--- config.mk ---
export PLATFORM = sky130hd
export DESIGN_NAME = hall_switch
export DESIGN_NICKNAME = d
export VERILOG_FILES = /design/src/hw/hall_switch_pkg.sv /design/src/hw/phase_if.sv /design/src/hw/hall_switch.sv /design/src/hw/phase_timer.sv
export VERILOG_INCLUDE_DIRS = /design/src /design/src/hw
export SDC_FILE = /design/constraint.sdc
export NUM_CORES = 1
export LEC_CHECK = 0
export ABC_AREA = 1
export BUFFER_PORTS_ARGS = -buffer_cell sky130_fd_sc_hd__buf_2
export CORE_UTILIZATION = 63
export DETAILED_ROUTE_END_ITERATION = 8
export GPL_ROUTABILITY_DRIVEN = 0
export GPL_TIMING_DRIVEN = 0
export PLACE_DENSITY = 0.81
export SYNTH_ARGS = -nofsm -noshare
export SYNTH_HDL_FRONTEND = slang
export SYNTH_SLANG_ARGS = --single-unit
export TNS_END_PERCENT = 1
--- constraint.sdc ---
create_clock -name clk_in -period 3.7 [get_ports clk_in]
set_input_delay 0.925 -clock clk_in [delete_from_list [all_inputs] [get_ports clk_in]]
set_output_delay 0.925 -clock clk_in [all_outputs]
set_load 0.01 [all_outputs]
--- src/hw/hall_switch_regs.svh ---
// Timing, threshold and reset constants for the duty-cycled hall threshold switch
// Contract
// - First sample taken and output valid before the power-on time ends.
// - Output held in a latch between samples; device sleeps until next wake.
// - Output changes only when the new decision differs from the latched level.
// - Wake-ups spaced one sampling period apart, nominally 50 ms.
// - First active phase loads trim memory for about 35 us.
// - Second active phase enables and settles the set current source, 5 us.
// - Final active phase converts the field for about 25 us.
// - 80 uA set current source on only while active, off during sleep.
// - Threshold set pin re-read every active interval; latency one period.
// - Resistor mode: operate threshold in mT equals resistance in kOhm, 2 to 15.
// - Voltage mode: operate threshold mT equals millivolts times 0.0125, 160 to 1200.
// - Release threshold sits a fixed 1 mT hysteresis below operate threshold.
// - Decision is omnipolar, comparing field magnitude.
// - Flux from package bottom toward top counts as positive.
// - With no field present the output comes up high.
`ifndef HALL_SWITCH_REGS_SVH
`define HALL_SWITCH_REGS_SVH

`define CLK_MHZ 32'hFA
`define SAMPLING_PERIOD_MS 32'h32
`define POWER_ON_TIME_US 32'h7D
`define TRIM_TIME_US 32'h23
`define SETTLE_TIME_US 32'h5
`define CONVERT_TIME_US 32'h19
`define SAMPLING_PERIOD_CYCLES (`SAMPLING_PERIOD_MS * 32'h3E8 * `CLK_MHZ)
`define POWER_ON_CYCLES (`POWER_ON_TIME_US * `CLK_MHZ)
`define TRIM_CYCLES (`TRIM_TIME_US * `CLK_MHZ)
`define SETTLE_CYCLES (`SETTLE_TIME_US * `CLK_MHZ)
`define CONVERT_CYCLES (`CONVERT_TIME_US * `CLK_MHZ)
`define HYSTERESIS_UT 21'h3E8
`define VOLT_SCALE_NUM 21'h19
`define OUT_RESET_LEVEL 1'b1

`endif

--- src/hw/hall_switch_pkg.sv ---
// Types shared by the hall threshold switch sequencer and its phase timer
package hall_switch_pkg;

    typedef enum logic [2:0]
    {
        st_sleep = 3'h0,
        st_trim = 3'h1,
        st_settle = 3'h2,
        st_convert = 3'h3,
        st_latch = 3'h4
    } seq_state_t;

    typedef enum logic
    {
        set_resistor = 1'b0,
        set_voltage = 1'b1
    } set_mode_t;

endpackage : hall_switch_pkg

--- src/hw/phase_if.sv ---
// Start, length and done handshake between the sequencer and its phase timer
`timescale 1ns/1ns
interface phase_if;
    logic start;
    logic [15:0] length;
    logic done;

    modport ctrl
    (
        output start,
        output length,
        input done
    );

    modport timer
    (
        input start,
        input length,
        output done
    );
endinterface : phase_if

--- src/hw/hall_switch.sv ---
// Duty-cycled wake sequencer and omnipolar threshold decision of the hall switch
`timescale 1ns/1ns
`include "hall_switch_regs.svh"
module hall_switch
    import hall_switch_pkg::*;
#(
    parameter logic [23:0] PERIOD_CYCLES = 24'(`SAMPLING_PERIOD_CYCLES),
    parameter logic [15:0] TRIM_CYCLES = 16'(`TRIM_CYCLES),
    parameter logic [15:0] CONVERT_CYCLES = 16'(`CONVERT_CYCLES),
    parameter logic [15:0] POWER_ON_CYCLES = 16'(`POWER_ON_CYCLES)
)
(
    input wire logic clk_in,
    input wire logic reset_n_in,
    input wire logic signed [15:0] field_in,
    input wire logic set_mode_in,
    input wire logic [15:0] set_code_in,
    output logic out_level_out,
    output logic set_source_en_out,
    output logic trim_load_out,
    output logic convert_en_out,
    output logic sleep_out
);
    localparam logic [15:0] SETTLE_LEN = 16'(`SETTLE_CYCLES);

    // Field in microtesla, positive when flux runs bottom to top of the package
    function automatic logic [16:0] field_magnitude(input logic signed [15:0] f);
        logic [16:0] wide;
        wide = {f[15], f};
        return f[15] ? 17'(-wide) : wide;
    endfunction : field_magnitude

    // Operate threshold in microtesla from the set pin reading
    function automatic logic [20:0] operate_from_pin(input logic mode, input logic [15:0] code);
        logic [20:0] wide;
        wide = {5'h0, code};
        if (mode == set_voltage)
            return 21'((wide * `VOLT_SCALE_NUM) >> 1);
        else
            return wide;
    endfunction : operate_from_pin

    seq_state_t state;
    seq_state_t next_state;
    logic [23:0] period_cnt;
    logic [16:0] sample_mag;
    logic [20:0] operate_threshold;
    logic [20:0] release_threshold;
    logic wake;
    logic phase_done;
    logic reach_operate;
    logic below_release;
    logic next_level;

    phase_if pif();

    phase_timer u_timer
    (
        .clk_in(clk_in),
        .reset_n_in(reset_n_in),
        .tmr(pif)
    );

    // Free-running oscillator divider; reset lands on the last count so the
    // first sample starts right after reset and ends well inside power-on time
    assign wake = (period_cnt == PERIOD_CYCLES - 24'h1);
    assign phase_done = pif.done;

    always_ff @(posedge clk_in or negedge reset_n_in)
    begin
        if (!reset_n_in)
            period_cnt <= PERIOD_CYCLES - 24'h1;
        else
            period_cnt <= wake ? 24'h0 : period_cnt + 24'h1;
    end

    // Strict phase order; a wake seen while still active is skipped
    always_comb
    begin
        next_state = state;
        case (state)
            st_sleep: next_state = wake ? st_trim : st_sleep;
            st_trim: next_state = phase_done ? st_settle : st_trim;
            st_settle: next_state = phase_done ? st_convert : st_settle;
            st_convert: next_state = phase_done ? st_latch : st_convert;
            st_latch: next_state = st_sleep;
            default: next_state = st_sleep;
        endcase
    end

    // Phase timer loads on every entry to a timed phase
    assign pif.start = (next_state != state) && (next_state inside {st_trim, st_settle, st_convert});
    assign pif.length = (next_state == st_trim) ? TRIM_CYCLES :
                        (next_state == st_settle) ? SETTLE_LEN : CONVERT_CYCLES;

    always_ff @(posedge clk_in or negedge reset_n_in)
    begin
        if (!reset_n_in)
            state <= st_sleep;
        else
            state <= next_state;
    end

    // Field and set pin are captured at the end of conversion, after the
    // source has settled, so a pin change in sleep shows at the next wake
    always_ff @(posedge clk_in or negedge reset_n_in)
    begin
        if (!reset_n_in)
        begin
            sample_mag <= 17'h0;
            operate_threshold <= 21'h0;
        end
        else if (state == st_convert && phase_done)
        begin
            sample_mag <= field_magnitude(field_in);
            operate_threshold <= operate_from_pin(set_mode_in, set_code_in);
        end
    end

    // Fixed hysteresis; clamped at zero so a tiny operate value cannot wrap
    assign release_threshold = (operate_threshold >= `HYSTERESIS_UT) ?
                               operate_threshold - `HYSTERESIS_UT : 21'h0;
    assign reach_operate = ({4'h0, sample_mag} >= operate_threshold);
    assign below_release = ({4'h0, sample_mag} < release_threshold);
    assign next_level = reach_operate ? 1'b0 : (below_release ? 1'b1 : out_level_out);

    // Output latch only moves in the latch step; held through sleep
    always_ff @(posedge clk_in or negedge reset_n_in)
    begin
        if (!reset_n_in)
            out_level_out <= `OUT_RESET_LEVEL;
        else if (state == st_latch)
            out_level_out <= next_level;
    end

    // Phase indicators registered from the next state
    always_ff @(posedge clk_in or negedge reset_n_in)
    begin
        if (!reset_n_in)
        begin
            set_source_en_out <= 1'b0;
            trim_load_out <= 1'b0;
            convert_en_out <= 1'b0;
            sleep_out <= 1'b1;
        end
        else
        begin
            set_source_en_out <= (next_state == st_settle) || (next_state == st_convert);
            trim_load_out <= (next_state == st_trim);
            convert_en_out <= (next_state == st_convert);
            sleep_out <= (next_state == st_sleep);
        end
    end

    // Helper state for the checks below
    logic first_done;
    logic [15:0] since_reset;
    logic [15:0] trim_cnt;
    logic [15:0] source_on_cnt;
    logic [15:0] conv_cnt;

    // Per-phase cycle counters; each clears when its indicator drops, so the
    // length checks see exactly one phase at a time
    always_ff @(posedge clk_in or negedge reset_n_in)
    begin
        if (!reset_n_in)
        begin
            trim_cnt <= 16'h0;
            source_on_cnt <= 16'h0;
            conv_cnt <= 16'h0;
        end
        else
        begin
            trim_cnt <= trim_load_out ? trim_cnt + 16'h1 : 16'h0;
            source_on_cnt <= set_source_en_out ? source_on_cnt + 16'h1 : 16'h0;
            conv_cnt <= convert_en_out ? conv_cnt + 16'h1 : 16'h0;
        end
    end

    always_ff @(posedge clk_in or negedge reset_n_in)
    begin
        if (!reset_n_in)
        begin
            first_done <= 1'b0;
            since_reset <= 16'h0;
        end
        else
        begin
            first_done <= first_done || (state == st_latch);
            since_reset <= (since_reset == POWER_ON_CYCLES) ? since_reset : since_reset + 16'h1;
        end
    end
endmodule : hall_switch

--- src/hw/phase_timer.sv ---
// Down-counter that times one active phase of the sequencer
`timescale 1ns/1ns
module phase_timer
    import hall_switch_pkg::*;
(
    input wire logic clk_in,
    input wire logic reset_n_in,
    phase_if.timer tmr
);
    logic [15:0] remain;
    logic busy;
    logic last;

    // Done marks the last cycle of a phase that lasts exactly length cycles
    assign last = busy && (remain == 16'h1);
    assign tmr.done = last;

    // A new start always reloads, so back-to-back phases need no idle cycle
    always_ff @(posedge clk_in or negedge reset_n_in)
    begin
        if (!reset_n_in)
        begin
            remain <= 16'h0;
            busy <= 1'b0;
        end
        else if (tmr.start)
        begin
            remain <= tmr.length;
            busy <= 1'b1;
        end
        else if (busy)
        begin
            remain <= remain - 16'h1;
            busy <= !last;
        end
    end
endmodule : phase_timer

==> summary.txt, run 1 <==
Pwr
  • Max VDD drop: roughly 0.18 mV
  • Combinational share of power: 0.261
  • Flop pwr share: 0.365
  • Int Power: roughly 0.0018 W
  • Clock power share: 0.374
  • Switching pwr: approximately 0.0008 W
  • Switch share: 0.309
  • Leak: about 4.4 nW
  • Power density over cell area: between 300 and 400 nW/um^2

STA
  • Period utilisation layout: 0.931
  • Min Tclk post-route: ~3.4 ns
  • Fmax: slightly below 0.3 GHz
  • Unrepaired setup endpoints after global routing: no
  • Final setup TNS: 0 ns
  • Max-slew violations: 0
  • Min Hold Slack: 0.499 ns
  • Slew headroom: 0.129
  • Setup violations, final: 0
  • Measured slew at the worst slew-check pin: between 1 and 1.5 ns
  • Fin. Hold Viols: 0
  • Worst-case clock skew: about 0.011 ns

Clock network
  • Worst-path clk slew: approximately 0.060 ns
  • # Post-CTS Setup Buffers: 0
  • Clock buffer depth: 2
  • H-tree levels: 3
  • Root Buffer: clkbuf_16
  • CTS tree: built
  • CTS Buf Count: 9
  • Clk Latency, worst-skew pair: 0.36 ns
  • CTS sink cnt: between 80 and 90

Synthesis
  • Post-synth EDFFs: 0
  • Synth Area in Adders: 0.178
  • Synth Register Bits: 86
  • Post-synth top flop: dfrtp_1
  • Xor and xnor area share after synthesis: 0.0522
  • Synth Area in Simple Gates: 0.288
  • Post-synth net total: 1164
  • Mapped cell area: 7560 um^2
  • Syn avg cell area: 7.35 um^2
  • Mapped Cells: slightly above 1k
  • Synth async-reset ratio: 1.00
  • Yosys warns: 0
  • Netlist cell types: 46
  • Post-synthesis mux area share: 0
  • Largest family of logic cells by synthesized area: simple AND/OR/NAND/NOR gates
  • Synth Area in Compound Gates: 0.0969
  • Sequential area share after synthesis: 0.288

Layout
  • Final instance area: ~8300 um^2
  • Area Overhead vs Synth: 9.64%
  • Share of cells above drive strength 1: 0.118
  • # diodes: 0
  • # nets final: 1214
  • Final cell count without fillers: between 1k and 1.5k

Min path
  • Hold WC Path Type: flip-flop to flip-flop

Floorplan
  • Core ar.: about 12000 um^2
  • I/O Pins: 40
  • Rows: 39
  • Chip Height: 112 um
  • Die width: 112 um
  • Full die area: about 12000 um^2
  • Initial core utilization: 0.653

Detailed routing
  • DR vias/cell: about 5.5
  • DRC: 4
  • Iter 0 DRT Violations: 405
  • Via count: around 6.7k
  • Antenna-violating nets left: 0
  • Wire per inst: around 13 um
  • Total wire length: between 15 and 20 mm
  • Pre-antenna DRT Iters: 7

Setup path
  • Setup CP Type: input pin to flip-flop
  • CP Max Fanout: 4
  • Worst setup SP type: input pin
  • Critical Path Sink Type: flip-flop
  • Crit path required time: ~4 ns
  • Arr. time, crit path: between 3 and 4 ns

GRT
  • GRT overflow: 0
  • First-pass GRT wire length: 28.7 mm
  • Initial antenna violation count: 0
  • All-Layer GR Usage: 0.283
  • Vias in the first global route: 6545
  • Pin count of the biggest net entering global routing: 54

Run status
  • Failing checks: design-rule violations
  • Outcome: finished, violations left

Place
  • Inst Count DP: roughly 1.2k
  • Port Buf Inserts: 39
  • Placed Area: approximately 8000 um^2
  • Dpl hpwl: 12.9 mm

Run
  • Max Cap Violations: 0
synthesized netlist by cell type, drive strengths merged (3+ instances only):
master / instances / area, um^2
ha: 90 / 1130
o22ai: 4 / 25.0
or2: 5 / 31.3
nand4: 18 / 113
a21oi: 47 / 235
a31oi: 11 / 68.8
dfstp: 18 / 473
xor2: 31 / 272
buf: 10 / 75.1
nand3: 71 / 383
dfrtp: 68 / 1700
fa: 11 / 220
clkbuf: 8 / 30.0
inv: 167 / 629
nor2: 123 / 534
a211oi: 4 / 30.0
o21bai: 3 / 22.5
xnor2: 14 / 123
nor3: 21 / 110
o21ai: 50 / 250
nand2: 225 / 897
o211ai: 4 / 30.0
nor4: 9 / 56.3
nand3b: 4 / 30.0
routing by layer:
layer	GRT usage	wire, um	vias up
li1	-	-	3438
met5	0	0	-
met3	0.0376	585	25
met2	0.503	8110	139
met4	0.101	302	0
met1	0.353	7380	3092
worst max-delay path, stage by stage:
cell,delay [ns]
buf_2,0.13
ha_1,0.30
ha_1,0.28
inv_1,0.05
fa_1,0.49
inv_1,0.05
ha_1,0.34
a21oi_1,0.16
nand2_1,0.11
nand3_1,0.10
nand3_1,0.15
a21o_1,0.20
or2_2,0.27
nand3_1,0.06
o21ai_0,0.07
timing repair:
item / CTS / global route
gates resized for setup: 0 / 2
setup endpoints to repair: 0 / 3
hold buffers: 0 / 0
layout by cell type, fill, tap and decap left out, types with 20 or more instances in the layout:
master and instances:
ha_1 89, nor3_1 20, xor2_1 31, nor2_1 108, a21oi_1 47, nand2_1 208, o21ai_0 45, inv_1 164
dfrtp_1 68, nand3_1 67, buf_2 43
state kept, by name (all words and copies together), names as in the netlist:
register / cells
set_source_en_out: 1
u_timer.remain: 16
state: 3
sample_mag: 17
convert_en_out: 1
u_timer.busy: 1
sleep_out: 1
operate_threshold: 20
period_cnt: 24
trim_load_out: 1
out_level_out: 1
power groups by stage:
stage / registers [W] / logic (W) / clock network [W]
floorplan: 0.000982 / 0.000516 / 0
finish: 0.000970 / 0.000696 / 0.000995
global route: 0.000971 / 0.000812 / 0.00104
CTS: 0.000969 / 0.000695 / 0.00101
detailed placement: 0.000986 / 0.000689 / 0
global placement: 0.000986 / 0.000663 / 0
final cells by class:
class | instances | area (um^2)
Multi-Input combinational cell | 757 | 4650
Fill cell | 992 | 3280
Clock inverter | 5 | 82.6
Inverter | 167 | 629
Timing Repair Buffer | 40 | 225
Clock buffer | 11 | 243
Sequential cell | 86 | 2170
Buffer | 17 | 101
Tap cell | 143 | 179
stage by stage:
step / setup slack [ns] / util / power (W)
2_1_floorplan: 0.209 / - / 0.00150
3_5_place_dp: -0.123 / 0.688 / 0.00167
4_1_cts: 0.233 / 0.716 / 0.00267
5_1_grt: 0.0353 / 0.716 / 0.00282
3_3_place_gp: -0.129 / 0.686 / 0.00165
6_report: 0.255 / 0.716 / 0.00266
cell families after synthesis:
kind of cell / after synthesis
DFF: 86
buffers and inverters: 185
adders and majority gates: 101
and+or+nand+nor: 479
xor gates and xnor gates: 45
AOI/OAI and AO/OA: 132
final timing paths:
path	from	endpoint	slack [ns]	cells past startpoint
worst max-delay path	set_code_in[2]	operate_threshold[16]	0.25	15
worst min-delay path	period_cnt[11]	period_cnt[11]	0.50	2
worst max register to register	operate_threshold[3]	out_level_out	0.38	19
worst min register to register	period_cnt[11]	period_cnt[11]	0.50	2
max in group asynchronous	reset_n_in	out_level_out	2.53	2
min in group asynchronous	reset_n_in	period_cnt[5]	0.52	1
Power figures use the tool's default switching activity.
==> run 2: changes to the inputs <==
--- a/config.mk
+++ b/config.mk
@@ -8,11 +8,13 @@
 export LEC_CHECK = 0
 export ABC_AREA = 1
 export BUFFER_PORTS_ARGS = -buffer_cell sky130_fd_sc_hd__buf_2
+export CORE_MARGIN = 2
 export CORE_UTILIZATION = 63
 export DETAILED_ROUTE_END_ITERATION = 8
 export GPL_ROUTABILITY_DRIVEN = 0
 export GPL_TIMING_DRIVEN = 0
-export PLACE_DENSITY = 0.81
+export PLACE_DENSITY = 0.82
+export RECOVER_POWER = 50
 export SYNTH_ARGS = -nofsm -noshare
 export SYNTH_HDL_FRONTEND = slang
 export SYNTH_SLANG_ARGS = --single-unit
==> run 2 against run 1 <==
- the run ends with max-capacitance violations, max-slew violations left
- sequential power about the same
- die area increased by 3.6%
- clock skew down 0.0027 ns
- maximum frequency fell by 1.9%
- non-clock buffer count is the same
- hold slack lost 0.0074 ns
- largest power group unchanged
==> summary.txt, run 2 (synthesis gave the netlist of run 1 again) <==
Run status
  • Outcome: finished, violations left
  • Failing checks: max-capacitance violations, max-slew violations

GRT
  • First-pass GRT wire length: around 29 mm
  • GRT overflow: 0
  • Vias in the first global route: 6427
  • Initial antenna violation count: 0
  • Pin count of the biggest net entering global routing: 55
  • All-Layer GR Usage: 0.273

Run
  • Max Cap Violations: 1

Pwr
  • Overall power: ~0.0026 W
  • Max VDD drop: about 0.22 mV
  • Leak: approximately 4.4 nW
  • Power density over cell area: about 320 nW/um^2

Detailed routing
  • Iter 0 DRT Violations: ~430
  • Wire per inst: 13.5 um
  • Antenna-violating nets left: 0
  • DR vias/cell: 5.51
  • Pre-antenna DRT Iters: 6
  • Total wire length: between 15 and 20 mm
  • DRC: 0
  • Via count: roughly 6.8k

Layout
  • Most frequent cells in the layout: nand2_1, inv_1, nor2_1
  • # diodes: 0
  • Final instance area: about 8300 um^2
  • Reg area: 2170 um^2
  • Multi-input logic area: roughly 4700 um^2
  • Area Overhead vs Synth: 9.59%
  • Max FFs per register: 24
  • Share of cells above drive strength 1: 0.117
  • Biggest register: period_cnt
  • Fillers: 1012
  • # nets final: 1214
  • Biggest regs: period_cnt x24, operate_threshold x20, sample_mag x17
  • Most common cell after layout, fill and taps aside: nand2_1
  • Final cell utilization of the core: 0.716

STA
  • Fmax: approximately 0.28 GHz
  • Max-slew violations: 33
  • Setup ws final: about 0.19 ns
  • Measured slew at the worst slew-check pin: around 1.9 ns
  • Final setup TNS: 0 ns
  • Fin. Hold Viols: 0
  • Unrepaired setup endpoints after global routing: no
  • Period utilisation layout: 0.949
  • Worst-case clock skew: 0.00790 ns
  • Min Tclk post-route: between 3 and 4 ns
  • Slew headroom: -0.236
  • Setup violations, final: 0

Clock network
  • CTS Buf Count: 9
  • Root Buffer: clkbuf_16
  • H-tree levels: 3
  • Worst-path clk slew: ~0.060 ns
  • CTS sink cnt: 86
  • CTS tree: built
  • PostCTS Resize Cnt: 0
  • Hold Buf Count CTS: 0
  • Clock buffer depth: 2
  • # Post-CTS Setup Buffers: 0
  • Clk Latency, worst-skew pair: 0.35 ns

Setup path
  • Critical Path Sink Type: flip-flop
  • Crit path required time: roughly 4.0 ns
  • Crit-path slowest cell: fa_1
  • R2R Setup Slk: between 0.4 and 0.5 ns
  • CP cell instances: buf_2 -> ha_1 -> ha_1 -> inv_1 -> fa_1 -> inv_1 -> ha_1 -> a21oi_1 -> nand2_1 -> a21boi_0 -> o21ai_0 -> nand3_1 -> nand2_1 -> nand2_1 -> nand3_1 -> a21oi_1
  • Critical Path Sink: operate_threshold[12]
  • Setup crit start: set_code_in[2]
  • R2R cell count: 19
  • RR Startpoint: operate_threshold[3]
  • Reg-to-Reg End: out_level_out
  • Worst setup SP type: input pin
  • Setup CP Type: input pin to flip-flop
  • CP Depth: 16
  • CP peak stage delay: between 0.5 and 0.6 ns
  • Arr. time, crit path: around 3.8 ns
  • CP Max Fanout: 4
  • Crit-path leading delay family: adder cells
  • WP buf/inv: 3

Place
  • Post-Place Worst Slack: -0.161 ns
  • Placed Area: approximately 8000 um^2
  • Dpl hpwl: about 13 mm
  • Port Buf Inserts: 39

Floorplan
  • Chip Height: 114 um
  • Full die area: between 10000 and 15000 um^2
  • Initial core utilization: 0.653
  • Core ar.: around 12000 um^2
  • Die width: roughly 110 um
  • I/O Pins: 40
  • Rows: 39

Min path
  • Hold WC Path Type: flip-flop to flip-flop
-- run 2: area by class of cell --
type	count	area share
Multi-Input combinational cell	757	0.562
Sequential cell	86	0.263
Inverter	167	0.0760
Clock buffer	10	0.0302
Timing Repair Buffer	40	0.0267
Tap cell	143	0.0216
Buffer	17	0.0122
Clock inverter	6	0.00861
-- run 2: worst min path at each step --
stage                        start        endpoint  slack (ns)  depth (start not counted)
global route        period_cnt[11]  period_cnt[11]        0.51                          2
finish              period_cnt[11]  period_cnt[11]        0.49                          2
global placement    period_cnt[11]  period_cnt[11]        0.47                          2
detailed placement  period_cnt[11]  period_cnt[11]        0.48                          2
CTS                 period_cnt[11]  period_cnt[11]        0.49                          2
floorplan           period_cnt[11]  period_cnt[11]        0.46                          2
-- run 2: report_power, final --
| group | internal [W] | switching, W |
|---|---|---|
| Sequential | 0.000955 | 0.0000154 |
| Combinational | 0.000271 | 0.000420 |
| Clock | 0.000573 | 0.000401 |
| Total | 0.00180 | 0.000837 |
-- run 2: worst reg2reg max path, delay by kind of cell, from the launching register on --
family,cells,cell delay [ns]
simple gates,13,1.69
fa+ha+maj,2,0.53
flops,1,0.38
compound gates,2,0.32
buf+inv,2,0.25
-- run 2: metal layers --
layer / GRT usage / part of all wire / vias up
li1: - / - / 3440
met2: 0.496 / 0.50 / 133
met3: 0.0457 / 0.036 / 35
met5: 0 / 0 / -
met4: 0.0699 / 0.019 / 0
met1: 0.337 / 0.44 / 3147
-- run 2: through the flow --
| stage | hold WS [ns] | cells |
|---|---|---|
| after floorplan | 0.455 | 1028 |
| after global placement | 0.474 | 1210 |
| after detailed placement | 0.481 | 1211 |
| after CTS | 0.493 | 1227 |
| after global routing | 0.510 | 1226 |
| final | 0.492 | 1226 |
==> run 3: changes to the inputs <==
--- a/config.mk
+++ b/config.mk
@@ -6,14 +6,14 @@
 export SDC_FILE = /design/constraint.sdc
 export NUM_CORES = 1
 export LEC_CHECK = 0
-export ABC_AREA = 1
+export ABC_AREA = 0
 export BUFFER_PORTS_ARGS = -buffer_cell sky130_fd_sc_hd__buf_2
 export CORE_MARGIN = 2
-export CORE_UTILIZATION = 63
+export CORE_UTILIZATION = 67
 export DETAILED_ROUTE_END_ITERATION = 8
 export GPL_ROUTABILITY_DRIVEN = 0
 export GPL_TIMING_DRIVEN = 0
-export PLACE_DENSITY = 0.82
+export PLACE_DENSITY = 0.86
 export RECOVER_POWER = 50
 export SYNTH_ARGS = -nofsm -noshare
 export SYNTH_HDL_FRONTEND = slang
==> constraint.sdc (replaced) <==
create_clock -name clk_in -period 4.47 [get_ports clk_in]
set_input_delay 1.1175 -clock clk_in [delete_from_list [all_inputs] [get_ports clk_in]]
set_output_delay 1.1175 -clock clk_in [all_outputs]
set_load 0.01 [all_outputs]
==> run 3 against run 2 <==
- the flow still finishes with violations (max-capacitance violations, max-slew violations)
- global-route usage up 1.9 points
- first-iteration DRC count decreased by 17%
- hold slack better by 0.0016 ns
- synthesized cell count down 23%
- die area decreased by 12%
- clock power decreased by 45%
- final cell count is 20% lower
- critical path depth fell by 2
- worst setup slack better by 0.083 ns
- register-to-register slack improved by 0.39 ns
- sequential share of layout area grew 2.5 points
- critical endpoint is now operate_threshold[18]
==> summary.txt, run 3 <==
Run status
  • Outcome: finished, violations left
  • Failing checks: max-capacitance violations, max-slew violations

Setup path
  • CP Max Fanout: 4
  • Crit-path leading delay family: compound AO/OA/AOI/OAI gates
  • Worst setup SP type: input pin
  • Critical Path Sink Type: flip-flop
  • Setup CP Type: input pin to flip-flop
  • CP peak stage delay: between 0.5 and 0.6 ns
  • Arr. time, crit path: 4.44 ns
  • CP cell instances: buf_2 -> ha_1 -> ha_1 -> inv_1 -> fa_1 -> inv_1 -> ha_1 -> a211oi_1 -> o21ai_0 -> a31oi_1 -> o21ai_1 -> a221oi_2 -> xor2_1 -> o21ai_1
  • Crit-path slowest cell: fa_1
  • WP buf/inv: 3
  • Crit path required time: roughly 4.7 ns
  • Crit-path most repeated cell: ha_1

Clock network
  • Worst-path clk slew: ~0.080 ns
  • CTS Buf Count: 9
  • Clock buffer depth: 2
  • Hold Buf Count CTS: 0
  • CTS tree: built
  • H-tree levels: 3
  • Clk Latency, worst-skew pair: ~0.36 ns
  • Root Buffer: clkbuf_8
  • PostCTS Resize Cnt: 0
  • # Post-CTS Setup Buffers: 0
  • CTS sink cnt: 86

GRT
  • GRT overflow: 0
  • First-pass GRT wire length: between 20 and 30 mm
  • All-Layer GR Usage: 0.292
  • Vias in the first global route: about 6k
  • Pin count of the biggest net entering global routing: between 50 and 60
  • Initial antenna violation count: 0

Pwr
  • Max VDD drop: ~0.18 mV
  • Power density over cell area: approximately 240 nW/um^2
  • Leak: 3.83 nW
  • Overall power: roughly 0.0018 W

Run
  • Max Cap Violations: 1

Synthesis
  • Top cells by area, synth: dfrtp_1, ha_1, dfstp_2
  • Netlist cell types: 63
  • Mapped cell area: between 6000 and 7000 um^2
  • Post-synth EDFFs: 0
  • Post-synth top area share: 0.243
  • Synth async-reset ratio: 1.00
  • Mapped Cells: around 790
  • Top-count cell post-synth: nand2_1
  • Yosys warns: 0
  • Synth Register Bits: 86
  • Post-synth top flop: dfrtp_1
  • Largest area contributor in the netlist: dfrtp_1
  • Sequential area share after synthesis: 0.311
  • Post-synth net total: ~930
  • Syn avg cell area: roughly 9 um^2
  • Post-synth top cells: nand2_1, ha_1, inv_1

Place
  • Inst Count DP: about 970
  • Dpl hpwl: between 10 and 15 mm
  • Post-Place Worst Slack: around 0.0057 ns
  • Port Buf Inserts: 38

Layout
  • Most common cell after layout, fill and taps aside: nand2_1
  • Fillers: about 770
  • # diodes: 0
  • Most frequent cells in the layout: nand2_1, ha_1, inv_1
  • Biggest register: period_cnt
  • Area Overhead vs Synth: 7.94%
  • # nets final: about 1000
  • Share of cells above drive strength 1: 0.124
  • Final cell count without fillers: ~1000
  • Biggest regs: period_cnt x24, operate_threshold x20, sample_mag x17
  • Final cell utilization of the core: 0.738
  • Max FFs per register: 24

STA
  • Max-slew violations: 32
  • Setup ws final: 0.270 ns
  • Min Tclk post-route: roughly 4.2 ns
  • Measured slew at the worst slew-check pin: ~1.6 ns
  • Fin. Hold Viols: 0
  • Unrepaired setup endpoints after global routing: no
  • Setup violations, final: 0
  • Final setup TNS: 0 ns
  • Slew headroom: -0.0849
  • Worst-case clock skew: 0.0140 ns
  • Fmax: roughly 0.24 GHz
  • Period utilisation layout: 0.939

Floorplan
  • Initial core utilization: 0.684
  • Core ar.: between 10000 and 15000 um^2
  • Die width: between 100 and 150 um
  • Rows: 37
  • Chip Height: between 100 and 150 um
  • I/O Pins: 40
  • Full die area: roughly 11000 um^2

Detailed routing
  • Wire per inst: 16.1 um
  • DRC: 0
  • Via count: 5936
  • DR vias/cell: 6.04
  • Total wire length: ~16 mm
  • Antenna-violating nets left: 0
  • Iter 0 DRT Violations: approximately 350
  • Pre-antenna DRT Iters: 5

Min path
  • Hold WC Path Type: flip-flop to flip-flop
==> run 3: through the flow <==
stage                     area, um^2  hold WS [ns]
final                           7550         0.494
after global routing            7550         0.537
after CTS                       7580         0.495
after detailed placement        7390         0.482
after global placement          7360         0.479
after floorplan                 7000         0.463
==> run 3: cells by family (layout without fill, tap and decap cells) <==
logic type,Yosys count,in the layout,share of synthesized area
simple gates,263,263,0.191
xor+xnor,61,61,0.0764
fa+ha+maj,101,101,0.192
compound gates,167,167,0.151
mux,13,13,0.0186
buf+inv,101,156,0.0601
flops,86,86,0.311
==> run 3: where the power goes <==
group	switching (W)	internal, W
clock network	0.000294	0.000238
logic	0.000284	0.000202
registers	0.000000471	0.000779
==> run 3: worst paths after layout <==
check | startpoint | end | slack (ns) | cells after the start
min | period_cnt[21] | period_cnt[21] | 0.49 | 2
max reg2reg | operate_threshold[3] | out_level_out | 0.84 | 15
max | set_code_in[2] | operate_threshold[18] | 0.27 | 14
min in group asynchronous | reset_n_in | period_cnt[16] | 1.15 | 1
min reg2reg | period_cnt[21] | period_cnt[21] | 0.49 | 2
max in group asynchronous | reset_n_in | operate_threshold[9] | 1.23 | 2
==> run 3: final cells by class <==
class | instances | area, um^2 | area share
flip-flops and latches | 86 | 2170 | 0.288
clock buffers | 11 | 151 | 0.0200
clock inverters | 5 | 40.0 | 0.00530
multi-input cells | 605 | 4400 | 0.583
repair buffers | 39 | 194 | 0.0257
well taps | 136 | 170 | 0.0225
plain buffers | 18 | 109 | 0.0144
inverters | 83 | 312 | 0.0413
==> run 3: worst reg2reg max path: cells and delay by family, from the launching register on <==
family,cells,cell delay [ns]
AND/OR/NAND/NOR,4,0.89
AO/OA/AOI/OAI,8,1.63
flip-flops,1,0.39
adder cells (fa/ha/maj),1,0.29
buffers and inverters,2,0.35
==> run 3: routing by layer <==
metal | up-vias | global-route usage | share of wire
li1 | 2876 | - | -
met4 | 0 | 0.102 | 0.021
met1 | 2870 | 0.370 | 0.42
met5 | - | 0 | 0
met3 | 30 | 0.0392 | 0.038
met2 | 160 | 0.511 | 0.52
